<file path="config.mk">
export PLATFORM = sky130hd
export DESIGN_NAME = rx_master_clock_select
export DESIGN_NICKNAME = d
export VERILOG_FILES = /design/src/design/mclk_sel_pkg.sv /design/src/design/rx_master_clock_select.sv /design/src/design/sync_stage.sv
export SDC_FILE = /design/constraint.sdc
export NUM_CORES = 1
export LEC_CHECK = 0
export BUFFER_PORTS_ARGS = -buffer_cell sky130_fd_sc_hd__clkbuf_2
export CAP_MARGIN = 20
export CORE_MARGIN = 3
export CORE_UTILIZATION = 45
export DETAILED_ROUTE_END_ITERATION = 10
export PLACE_DENSITY = 0.68
export SYNTH_ARGS = -nofsm -noshare
export SYNTH_HDL_FRONTEND = slang
export SYNTH_SLANG_ARGS = --single-unit
export TNS_END_PERCENT = 30
</file>
<file path="constraint.sdc">
create_clock -name clk_i -period 3.8 [get_ports clk_i]
set_input_delay 0.19 -clock clk_i [delete_from_list [all_inputs] [get_ports clk_i]]
set_output_delay 0.19 -clock clk_i [all_outputs]
set_load 0.02 [all_outputs]
</file>
<file path="src/design/mclk_sel_pkg.sv">
// Purpose: Shared constants for the receiver master-clock and input-select block
// Assumes: 8-bit register port, 25 MHz system clock
// Notes:   Bit positions inside the control registers are local choices
package mclk_sel_pkg;
   localparam int unsigned ADDR_W       = 8;
   localparam int unsigned DATA_W       = 8;
   localparam int unsigned NUM_INPUTS   = 8;
   localparam int unsigned SEL_W        = 3;

   localparam logic [7:0] ADDR_CTRL1    = 8'h01;
   localparam logic [7:0] ADDR_CTRL4    = 8'h04;
   localparam logic [7:0] ADDR_RATIO    = 8'h18;

   // Control 1 fields
   localparam int unsigned C1_HALF_RATE = 0;
   localparam int unsigned C1_SYSCLK_EN = 1;
   localparam int unsigned C1_PORT_MSTR = 2;
   localparam logic [7:0] CTRL1_RESET  = 8'h00;

   // Control 4 fields and the write masks of both control registers
   localparam int unsigned C4_PASS_LSB  = 0;
   localparam int unsigned C4_RX_LSB    = 3;
   localparam int unsigned C4_RX_DIS    = 7;
   localparam logic [7:0] CTRL4_RESET  = 8'h00;
   localparam logic [7:0] CTRL1_MASK   = 8'h07;
   localparam logic [7:0] CTRL4_MASK   = 8'hBF;

   // Ratio measurement: window of reference edges on the external clock
   localparam int unsigned RATIO_WIN_W  = 6;
   localparam logic [7:0] RATIO_RESET  = 8'h00;
   localparam logic [7:0] RATIO_MAX    = 8'hFF;

   // Serial port master timing, counted in recovered clock edges
   localparam int unsigned FRAME_CNT_W  = 8;
   localparam int unsigned BCLK_BIT     = 1;
   localparam int unsigned LRCK_BIT     = 7;
endpackage

</file>
<file path="src/design/rx_master_clock_select.sv">
// Purpose: Input selector, master-clock source switch, ratio meter and serial clock pins
// Assumes: Clock-type pins are slow enough to be sampled at 25 MHz; lock comes from the analog loop
// Notes:   Clock outputs are derived from sampled clocks and re-timed, so switching is glitch free
// Function
// - Low chip reset clears control, stream, clock-switch, divider, ratio and frame state and signals low-power.
// - Eight biphase inputs feed an 8:2 selector: receiver and pass-through.
// - Selector fields live in the control register at 04h.
// - System-clock mode and loop unlock put external clock on master clock out.
// - Measure recovered clock against external clock reference, report at 18h.
// - Master clock is 256x by default, 128x when half-rate bit at 01h set.
// - Receiver-disable bit at 04h tri-states the master clock output.
// - Bit clock pin is driven by device in master mode, else by the partner.
// - Word clock frames serial output data at the sample rate.
`timescale 1ns/1ps
module rx_master_clock_select
   import mclk_sel_pkg::*;
(
   input  wire logic                  clk_i,
   input  wire logic                  rst_i,
   input  wire logic                  chip_reset_n_i,
   input  wire logic [NUM_INPUTS-1:0] biphase_in_pos_i,
   input  wire logic                  ext_system_clock_i,
   input  wire logic                  loop_clock_i,
   input  wire logic                  loop_lock_i,
   input  wire logic [ADDR_W-1:0]     addr_i,
   input  wire logic [DATA_W-1:0]     wdata_i,
   input  wire logic                  wr_i,
   input  wire logic                  rd_i,
   output logic      [DATA_W-1:0]     rdata_o,
   output logic                       low_power_o,
   output logic                       receiver_stream_o,
   output logic                       passthrough_stream_o,
   output logic                       recovered_master_clock_o,
   output logic                       recovered_master_clock_oe_o,
   input  wire logic                  audio_bit_clock_i,
   output logic                       audio_bit_clock_o,
   output logic                       audio_bit_clock_oe_o,
   input  wire logic                  audio_word_clock_i,
   output logic                       audio_word_clock_o,
   output logic                       audio_word_clock_oe_o
);
   logic [NUM_INPUTS-1:0]  pos_s;
   logic                   nrst_s;
   logic                   ext_s;
   logic                   loop_s;
   logic                   lock_s;
   logic                   bclk_s;
   logic                   lrck_s;
   logic                   chip_in_reset;
   logic [DATA_W-1:0]      ctrl1_reg;
   logic [DATA_W-1:0]      ctrl4_reg;
   logic [DATA_W-1:0]      ratio_reg;
   logic [DATA_W-1:0]      rdata_next;
   logic                   ext_d_reg;
   logic                   loop_d_reg;
   logic                   ext_rise;
   logic                   loop_rise;
   logic                   half_reg;
   logic                   src_clk;
   logic                   want_ext;
   logic                   use_ext_reg;
   logic [RATIO_WIN_W-1:0] ref_cnt_reg;
   logic [DATA_W-1:0]      meas_cnt_reg;
   logic [FRAME_CNT_W-1:0] frame_cnt_reg;
   logic [SEL_W-1:0]       rx_sel;
   logic [SEL_W-1:0]       pass_sel;
   logic                   port_master;

   sync_stage #(.WIDTH(NUM_INPUTS + 6)) u_sync (
      .clk_i (clk_i),
      .rst_i (rst_i),
      .d_i   ({biphase_in_pos_i, chip_reset_n_i, ext_system_clock_i, loop_clock_i,
               loop_lock_i, audio_bit_clock_i, audio_word_clock_i}),
      .q_o   ({pos_s, nrst_s, ext_s, loop_s, lock_s, bclk_s, lrck_s})
   );

   assign chip_in_reset = !nrst_s;
   assign low_power_o   = chip_in_reset;
   assign rx_sel        = ctrl4_reg[C4_RX_LSB +: SEL_W];
   assign pass_sel      = ctrl4_reg[C4_PASS_LSB +: SEL_W];
   assign port_master   = ctrl1_reg[C1_PORT_MSTR];

   // Control registers; a held chip reset keeps them at default
   always_ff @(posedge clk_i or posedge rst_i)
   begin
      if (rst_i)
      begin
         ctrl1_reg <= CTRL1_RESET;
         ctrl4_reg <= CTRL4_RESET;
      end
      else if (chip_in_reset)
      begin
         ctrl1_reg <= CTRL1_RESET;
         ctrl4_reg <= CTRL4_RESET;
      end
      else if (wr_i)
      begin
         if (addr_i == ADDR_CTRL1)
            ctrl1_reg <= wdata_i & CTRL1_MASK;
         if (addr_i == ADDR_CTRL4)
            ctrl4_reg <= wdata_i & CTRL4_MASK;
      end
   end

   assign rdata_next = (addr_i == ADDR_CTRL1) ? ctrl1_reg :
                       (addr_i == ADDR_CTRL4) ? ctrl4_reg :
                       (addr_i == ADDR_RATIO) ? ratio_reg : '0;
   // Read data stands for one cycle only
   always_ff @(posedge clk_i or posedge rst_i)
   begin
      if (rst_i)
         rdata_o <= '0;
      else if (rd_i)
         rdata_o <= rdata_next;
      else
         rdata_o <= '0;
   end

   // Input selector
   always_ff @(posedge clk_i or posedge rst_i)
   begin
      if (rst_i)
      begin
         receiver_stream_o    <= 1'b0;
         passthrough_stream_o <= 1'b0;
      end
      else if (chip_in_reset)
      begin
         receiver_stream_o    <= 1'b0;
         passthrough_stream_o <= 1'b0;
      end
      else
      begin
         receiver_stream_o    <= pos_s[rx_sel];
         passthrough_stream_o <= pos_s[pass_sel];
      end
   end

   always_ff @(posedge clk_i or posedge rst_i)
   begin
      if (rst_i)
      begin
         ext_d_reg  <= 1'b0;
         loop_d_reg <= 1'b0;
      end
      else
      begin
         ext_d_reg  <= ext_s;
         loop_d_reg <= loop_s;
      end
   end

   assign ext_rise  = ext_s && !ext_d_reg;
   assign loop_rise = loop_s && !loop_d_reg;

   // Half-rate divider runs on recovered clock rising edges
   always_ff @(posedge clk_i or posedge rst_i)
   begin
      if (rst_i)
         half_reg <= 1'b0;
      else if (chip_in_reset)
         half_reg <= 1'b0;
      else if (loop_rise)
         half_reg <= !half_reg;
   end

   assign src_clk  = ctrl1_reg[C1_HALF_RATE] ? half_reg : loop_s;
   assign want_ext = ctrl1_reg[C1_SYSCLK_EN] && !lock_s;

   // Source only changes while both candidates are low, so no runt pulse appears
   always_ff @(posedge clk_i or posedge rst_i)
   begin
      if (rst_i)
         use_ext_reg <= 1'b0;
      else if (chip_in_reset)
         use_ext_reg <= 1'b0;
      else if ((want_ext != use_ext_reg) && !ext_s && !src_clk)
         use_ext_reg <= want_ext;
   end

   always_ff @(posedge clk_i or posedge rst_i)
   begin
      if (rst_i)
         recovered_master_clock_o <= 1'b0;
      else if (chip_in_reset)
         recovered_master_clock_o <= 1'b0;
      else
         recovered_master_clock_o <= use_ext_reg ? ext_s : src_clk;
   end

   assign recovered_master_clock_oe_o = !ctrl4_reg[C4_RX_DIS] && !chip_in_reset;

   // Ratio meter: the external clock sets the window, recovered edges are counted in it
   always_ff @(posedge clk_i or posedge rst_i)
   begin
      if (rst_i)
      begin
         ref_cnt_reg  <= '0;
         meas_cnt_reg <= '0;
         ratio_reg    <= RATIO_RESET;
      end
      else if (chip_in_reset)
      begin
         ref_cnt_reg  <= '0;
         meas_cnt_reg <= '0;
         ratio_reg    <= RATIO_RESET;
      end
      else
      begin
         if (ext_rise)
            ref_cnt_reg <= ref_cnt_reg + 1'b1;
         if (ext_rise && (ref_cnt_reg == '1))
         begin
            ratio_reg    <= meas_cnt_reg;
            meas_cnt_reg <= {7'h00, loop_rise};
         end
         else if (loop_rise && (meas_cnt_reg != RATIO_MAX))
            meas_cnt_reg <= meas_cnt_reg + 1'b1;
      end
   end

   // Serial port clocks derived from recovered clock when the port is master
   always_ff @(posedge clk_i or posedge rst_i)
   begin
      if (rst_i)
         frame_cnt_reg <= '0;
      else if (chip_in_reset)
         frame_cnt_reg <= '0;
      else if (loop_rise)
         frame_cnt_reg <= frame_cnt_reg + 1'b1;
   end

   always_ff @(posedge clk_i or posedge rst_i)
   begin
      if (rst_i)
      begin
         audio_bit_clock_o  <= 1'b0;
         audio_word_clock_o <= 1'b0;
      end
      else
      begin
         audio_bit_clock_o  <= frame_cnt_reg[BCLK_BIT];
         audio_word_clock_o <= frame_cnt_reg[LRCK_BIT];
      end
   end

   // In slave mode the partner owns both pins; bclk_s and lrck_s carry its timing
   assign audio_bit_clock_oe_o  = port_master && !chip_in_reset;
   assign audio_word_clock_oe_o = port_master && !chip_in_reset;
endmodule

</file>
<file path="src/design/sync_stage.sv">
// Purpose: Two flip-flop synchroniser for pin-level inputs
// Assumes: Inputs are asynchronous to clk_i
// Notes:   First stage feeds only the second stage
`timescale 1ns/1ps
module sync_stage #(
   parameter int unsigned WIDTH = 1
)(
   input  wire logic             clk_i,
   input  wire logic             rst_i,
   input  wire logic [WIDTH-1:0] d_i,
   output logic      [WIDTH-1:0] q_o
);
   logic [WIDTH-1:0] meta_reg;

   always_ff @(posedge clk_i or posedge rst_i)
   begin
      if (rst_i)
      begin
         meta_reg <= '0;
         q_o      <= '0;
      end
      else
      begin
         meta_reg <= d_i;
         q_o      <= meta_reg;
      end
   end
endmodule

</file>
# ---- After elaboration in Yosys (flattened, before gate mapping)
# Index checks and enable logic that the tools add are counted.
dict set report classes {
  addsub 3
  n_mul 0
  div 0
  n_lt_le_gt_ge 2
  n_eq_ne 14
  shift 0
  muxes 32
  n_bitwise 0
  n_reduce_logical 19
}
# cell n
set op_table {}
lappend op_table {{$mux 8} 17}
lappend op_table {{$add 8x1->8 const B} 2}
lappend op_table {{$ne 2x2->1 const B} 7}
lappend op_table {{$mux 6} 2}
lappend op_table {{$mux 1} 11}
lappend op_table {{$logic_and 1x1->1} 9}
lappend op_table {{$eq 8x1->1 const B} 1}
lappend op_table {{$eq 8x3->1 const B} 1}
lappend op_table {{$eq 8x5->1 const B} 1}
lappend op_table {{$logic_not 1->1} 8}
lappend op_table {{$lt 3x4->1 const B} 2}
lappend op_table {{$ne 8x8->1 const B} 1}
lappend op_table {{$add 6x1->6 const B} 1}
lappend op_table {{$bmux 1 s3} 2}
lappend op_table {{$eq 6x6->1 const B} 1}
lappend op_table {{$reduce_and 2->1} 2}
lappend op_table {{$ne 3x3->1 const B} 1}
lappend op_table {{$ne 1x1->1} 1}
dict set report totals {
  reg_bits 91
  latchBits 0
  ramBits 0
  romBits 0
  input_bits 34
  output_inout_bits 17
  elab_cells 88
  mem_count 0
}

# ---- Depth between registers and ports, before layout
dict set report depth {
  word_depth 7
  ltp_mapped 5
  mapped_depth_nobuf 5
}

# ---- By module
# A second synthesis with hierarchy kept.
dict set report hier_totals {
  hier_cells 273
  area_unflattened_um2 3374.5
}
# mod n_inst cells_each area_per_inst_um2 seq_area_each_um2
set modules_own_cells {}
lappend modules_own_cells {rx_master_clock_select 1 244 2670.1 1426.4}
lappend modules_own_cells {sync_stage 1 29 704.4 700.7}

# ---- Worst setup path before layout
# OpenSTA, ideal clock, no wires.
dict set report synth_path {
  path_kind {reg2reg}
  startpoint {register ref_cnt_reg[0]}
  endpoint {register ratio_reg[0]}
  setup_ps 142
  t_arrival_ps 1262
  required_time_ps 3658
  path_slack_ps 2397
  path_stages_with_launch 6
  n_path_buf 0
  period_less_slack_ps 1403
  cell_sequence {dfrtp_1 > ha_1 > nand4b_1 > nor2_4 > mux2i_1 > nor2_1}
}
dict set report synth_via {
  elab_chain_len 3
}
# element line_no
set synth_lines {}
lappend synth_lines {{start, declared} rx_master_clock_select.sv:62} ;# logic [RATIO_WIN_W-1:0] ref_cnt_reg;
lappend synth_lines {{start signal, assigned} rx_master_clock_select.sv:211} ;# ref_cnt_reg <= ref_cnt_reg + 1'b1;
lappend synth_lines {{$eq 6x6->1} rx_master_clock_select.sv:212} ;# if (ext_rise && (ref_cnt_reg == '1))
lappend synth_lines {{$logic_and 1x1->1} rx_master_clock_select.sv:212}
lappend synth_lines {{$ne 2x2->1 (no line)} --}
lappend synth_lines {{end signal, assigned} rx_master_clock_select.sv:214} ;# ratio_reg <= meas_cnt_reg;
lappend synth_lines {{end, declared} rx_master_clock_select.sv:52} ;# logic [DATA_W-1:0] ratio_reg;
# Every way passes these cells.
# A chain may end at the register's enable or synchronous reset.

# ---- Final worst setup path
dict set report layout_path {
  startpoint {register u_sync.q_o[5]}
  endpoint {output recovered_master_clock_oe_o}
}
dict set report layout_via {
  elab_chain_len 1
}
# element line_no
set layout_lines {}
lappend layout_lines {{start, declared} sync_stage.sv:11} ;# output logic [WIDTH-1:0] q_o
lappend layout_lines {{start signal, assigned} sync_stage.sv:25} ;# q_o <= meta_reg;
lappend layout_lines {{$logic_and 1x1->1} rx_master_clock_select.sv:191} ;# assign recovered_master_clock_oe_o = !ctrl4_reg[C4_RX_DIS] && !chip_in_reset;
lappend layout_lines {{end, declared} rx_master_clock_select.sv:34} ;# output logic recovered_master_clock_oe_o,
# Every way passes these cells.

==> results.py <==
metrics = {
    "cts": {
        "cts_buffers": 9,
        "hold_buffers": 12,
        "clock_sinks": 81,
        "path_clk_slew_ps": 80,
        "root_buffer": "clkbuf_8",
        "htreeDepth": 3,
        "cts_resized": 0,
        "cts_setup_buffers": 0,
        "cts_tree": "yes",
        "clk-insertion-delay-late_ps": 340,
        "cts_max_path_buffers": 2,
    },
    "die": {
        "dieArea_um2": 8440,
        "num_io_pins": 51,
        "initial_core_util_pct": 47.5,
        "die_w_um": 91.9,
        "core_area_um2": 6980,
        "die_h_um": 91.9,
        "rows": 30,
    },
    "sta": {
        "hold_slack_ps": 75.9,
        "setup_tns_ps": 0,
        "finalCritPeriodShare_pct": 58.2,
        "final-hold-violation-count": 0,
        "finalMaxSlewViolations": 0,
        "finalSetupViolCount": 0,
        "max_slew_margin_pct": 31.7,
        "tightest_slew_ps": 1020,
        "fmax_mhz": 452,
        "rsz0062_at_grt": "false",
        "fin_crit_ps": 2210,
        "finClkSkew_ps": 8.20,
    },
    "pwr": {
        "seqPwrFrac_pct": 57.4,
        "switching_share_pct": 23.2,
        "switchingPower_uw": 361,
        "p_clk_share_pct": 36.2,
        "p_per_area_nw_per_um2": 391,
        "cellLeakagePower_uw": 0.00185,
        "pwr-share-comb_pct": 6.4,
        "intPower_uw": 1200,
        "p_total_uw": 1560,
        "peakVddDrop_uv": 210,
    },
    "placement": {
        "dp_hpwl_um": 4360,
        "io_buffers": 47,
        "place_congestion": 0.813,
        "dp.cells": 413,
    },
    "logic_synthesis": {
        "syn_avg_cell_area_um2": 11.9,
        "syn-cell-area_um2": 3320,
        "ys_ff_latch": 81,
        "synth_area_leaders": "dfrtp_1 (61%), mux2i_1 (4.5%), nor2_1 (4.5%), xor2_1 (2.9%), mux4_2 (2.7%)",
        "synth-async-reset-ratio_pct": 100,
        "synth_most_common_cell": "dfrtp_1",
        "yosys_warnings": 0,
        "yosysTopAreaCell": "dfrtp_1",
        "synth_top_area_share_pct": 61.1,
        "syn_nets": 315,
        "muxShareOfSynthArea_pct": 7.24,
        "synth_top_family_by_area": "simple AND/OR/NAND/NOR gates",
        "synthXorXnorAreaFrac_pct": 3.70,
        "synthAdderAreaFrac_pct": 1.13,
        "synthSimpleGateAreaFrac_pct": 18.5,
        "synth_cell_types": 41,
        "syn_inst": 278,
        "synth_flop_cell": "dfrtp_1",
        "ys_seq_area_share_pct": 61.1,
        "synth_edf_count": 0,
        "synth_compound_area_share_pct": 6.67,
        "synth.top_cells.by_count": "dfrtp_1 (81), nor2_1 (40), nand2_1 (21)",
    },
    "route": {
        "wl_um": 6260,
        "ant_nets": 0,
        "drt-wirelength-per-cell_um": 14.1,
        "dr.pass1.iters": 4,
        "vias_per_cell": 5.07,
        "drtIter0Drc": 129,
        "vias": 2252,
        "drcViolationCount": 0,
    },
    "outcome": {
        "status": "complete, no violations",
    },
    "grt": {
        "grt_max_degree": 59,
        "grt_pass1_wl_um": 10800,
        "antenna_found_initial": 0,
        "grt_usage_pct": 16.3,
        "overflow": 0,
        "grt_pass1_vias": 2226,
    },
    "worst_setup_path": {
        "critPathArrivalTime_ps": 2020,
        "cp_max_fo": 32,
        "worstPathCellList": "inv_1 -> nor2_1 -> clkbuf_2",
        "cp-end-kind": "output port",
        "cp_top_family": "buffers and inverters",
        "critPathBufInv": 2,
        "slowest_delay_ps": 820,
        "critPathKind": "register to output port",
        "critical_path.slowest_cell": "inv_1",
        "required_ps": 3610,
        "r2r_slack_ps": 2150,
        "worst_setup_path_start_kind": "register",
    },
    "final_layout": {
        "area_growth_pct": 20.0,
        "final_cell_count_no_fill": 444,
        "layout.nets": 380,
        "drive_gt1_share_pct": 22.1,
        "diodes": 0,
    },
    "flow_run": {
        "cap_violations": 0,
    },
    "min_path": {
        "min_path_type": "input pin to register",
    },
}
## cell usage in the layout (no fill, tap or decap), types with 6 or more instances in the layout
| cell type | netlist | final |
|---|---|---|
| a21oi_1 | 8 | 8 |
| a22oi_1 | 7 | 7 |
| and3_1 | 6 | 6 |
| clkbuf_2 | 0 | 47 |
| clkbuf_8 | 0 | 11 |
| dfrtp_1 | 81 | 81 |
| dlygate4sd3_1 | 0 | 13 |
| mux2i_1 | 15 | 15 |
| nand2_1 | 21 | 21 |
| nand3_1 | 13 | 13 |
| nand4_1 | 9 | 9 |
| nor2_1 | 40 | 40 |
| nor2b_1 | 6 | 6 |
| o21ai_0 | 6 | 6 |
| o21ai_1 | 7 | 7 |
| xor2_1 | 11 | 11 |
## layout make-up
cell class / instances / area (um^2)
inverter: 2 / 8.76
timing repair buffer: 63 / 408
sequential: 81 / 2030
fill: 603 / 3000
tap: 96 / 120
clock buffer: 12 / 155
multi-input combinational: 186 / 1240
clock inverter: 4 / 27.5
## metal layers
layer / vias to the layer above / share of wire [%] / global-route usage, %
met3: 7 / 4.2 / 4.68
met4: 0 / 1.5 / 6.56
met1: 1091 / 48 / 22.7
li1: 1104 / - / -
met2: 50 / 47 / 24.1
met5: - / 0 / 0
## through the flow
| stage | utilization (%) | cell area, um^2 | setup WS (ps) |
|---|---|---|---|
| after floorplan | - | 3320 | 1530 |
| after CTS | 56.4 | 3940 | 1570 |
| after global placement | 52.1 | 3630 | 1880 |
| after global routing | 57.0 | 3980 | 1390 |
| after detailed placement | 52.1 | 3630 | 1820 |
| final | 57.0 | 3980 | 1590 |
## path summary, 6_finish.rpt
check / start / to / depth (start not counted)
min in group asynchronous: rst_i / ctrl1_reg[1] / 3
max reg2reg: u_sync.q_o[5] / frame_cnt_reg[6] / 2
max: u_sync.q_o[5] / recovered_master_clock_oe_o / 3
min reg2reg: u_sync.meta_reg[13] / u_sync.q_o[13] / 0
min: wdata_i[5] / ctrl4_reg[5] / 3
max in group asynchronous: rst_i / meas_cnt_reg[3] / 5
## power groups by stage
stage | clock network [uW] | registers, uW | logic [uW]
after floorplan | 0 | 910 | 51.3
after global placement | 0 | 911 | 85.2
after detailed placement | 0 | 912 | 87.2
after CTS | 585 | 895 | 96.7
after global routing | 619 | 897 | 113
final | 564 | 895 | 99.9
## worst reg2reg max path: stages (launching register included)
cell and delay, ps:
dfrtp_1 540, inv_1 820, nor2_1 130
## kinds of logic (layout without fill, tap and decap cells)
| kind of cell | count (synthesis) | count (layout) |
|---|---|---|
| compound gates | 36 | 36 |
| fa+ha+maj | 3 | 3 |
| mux | 19 | 19 |
| flops | 81 | 81 |
| simple gates | 114 | 114 |
| buf+inv | 11 | 81 |
| xor+xnor | 14 | 14 |
(Power assumes the default switching activity.)
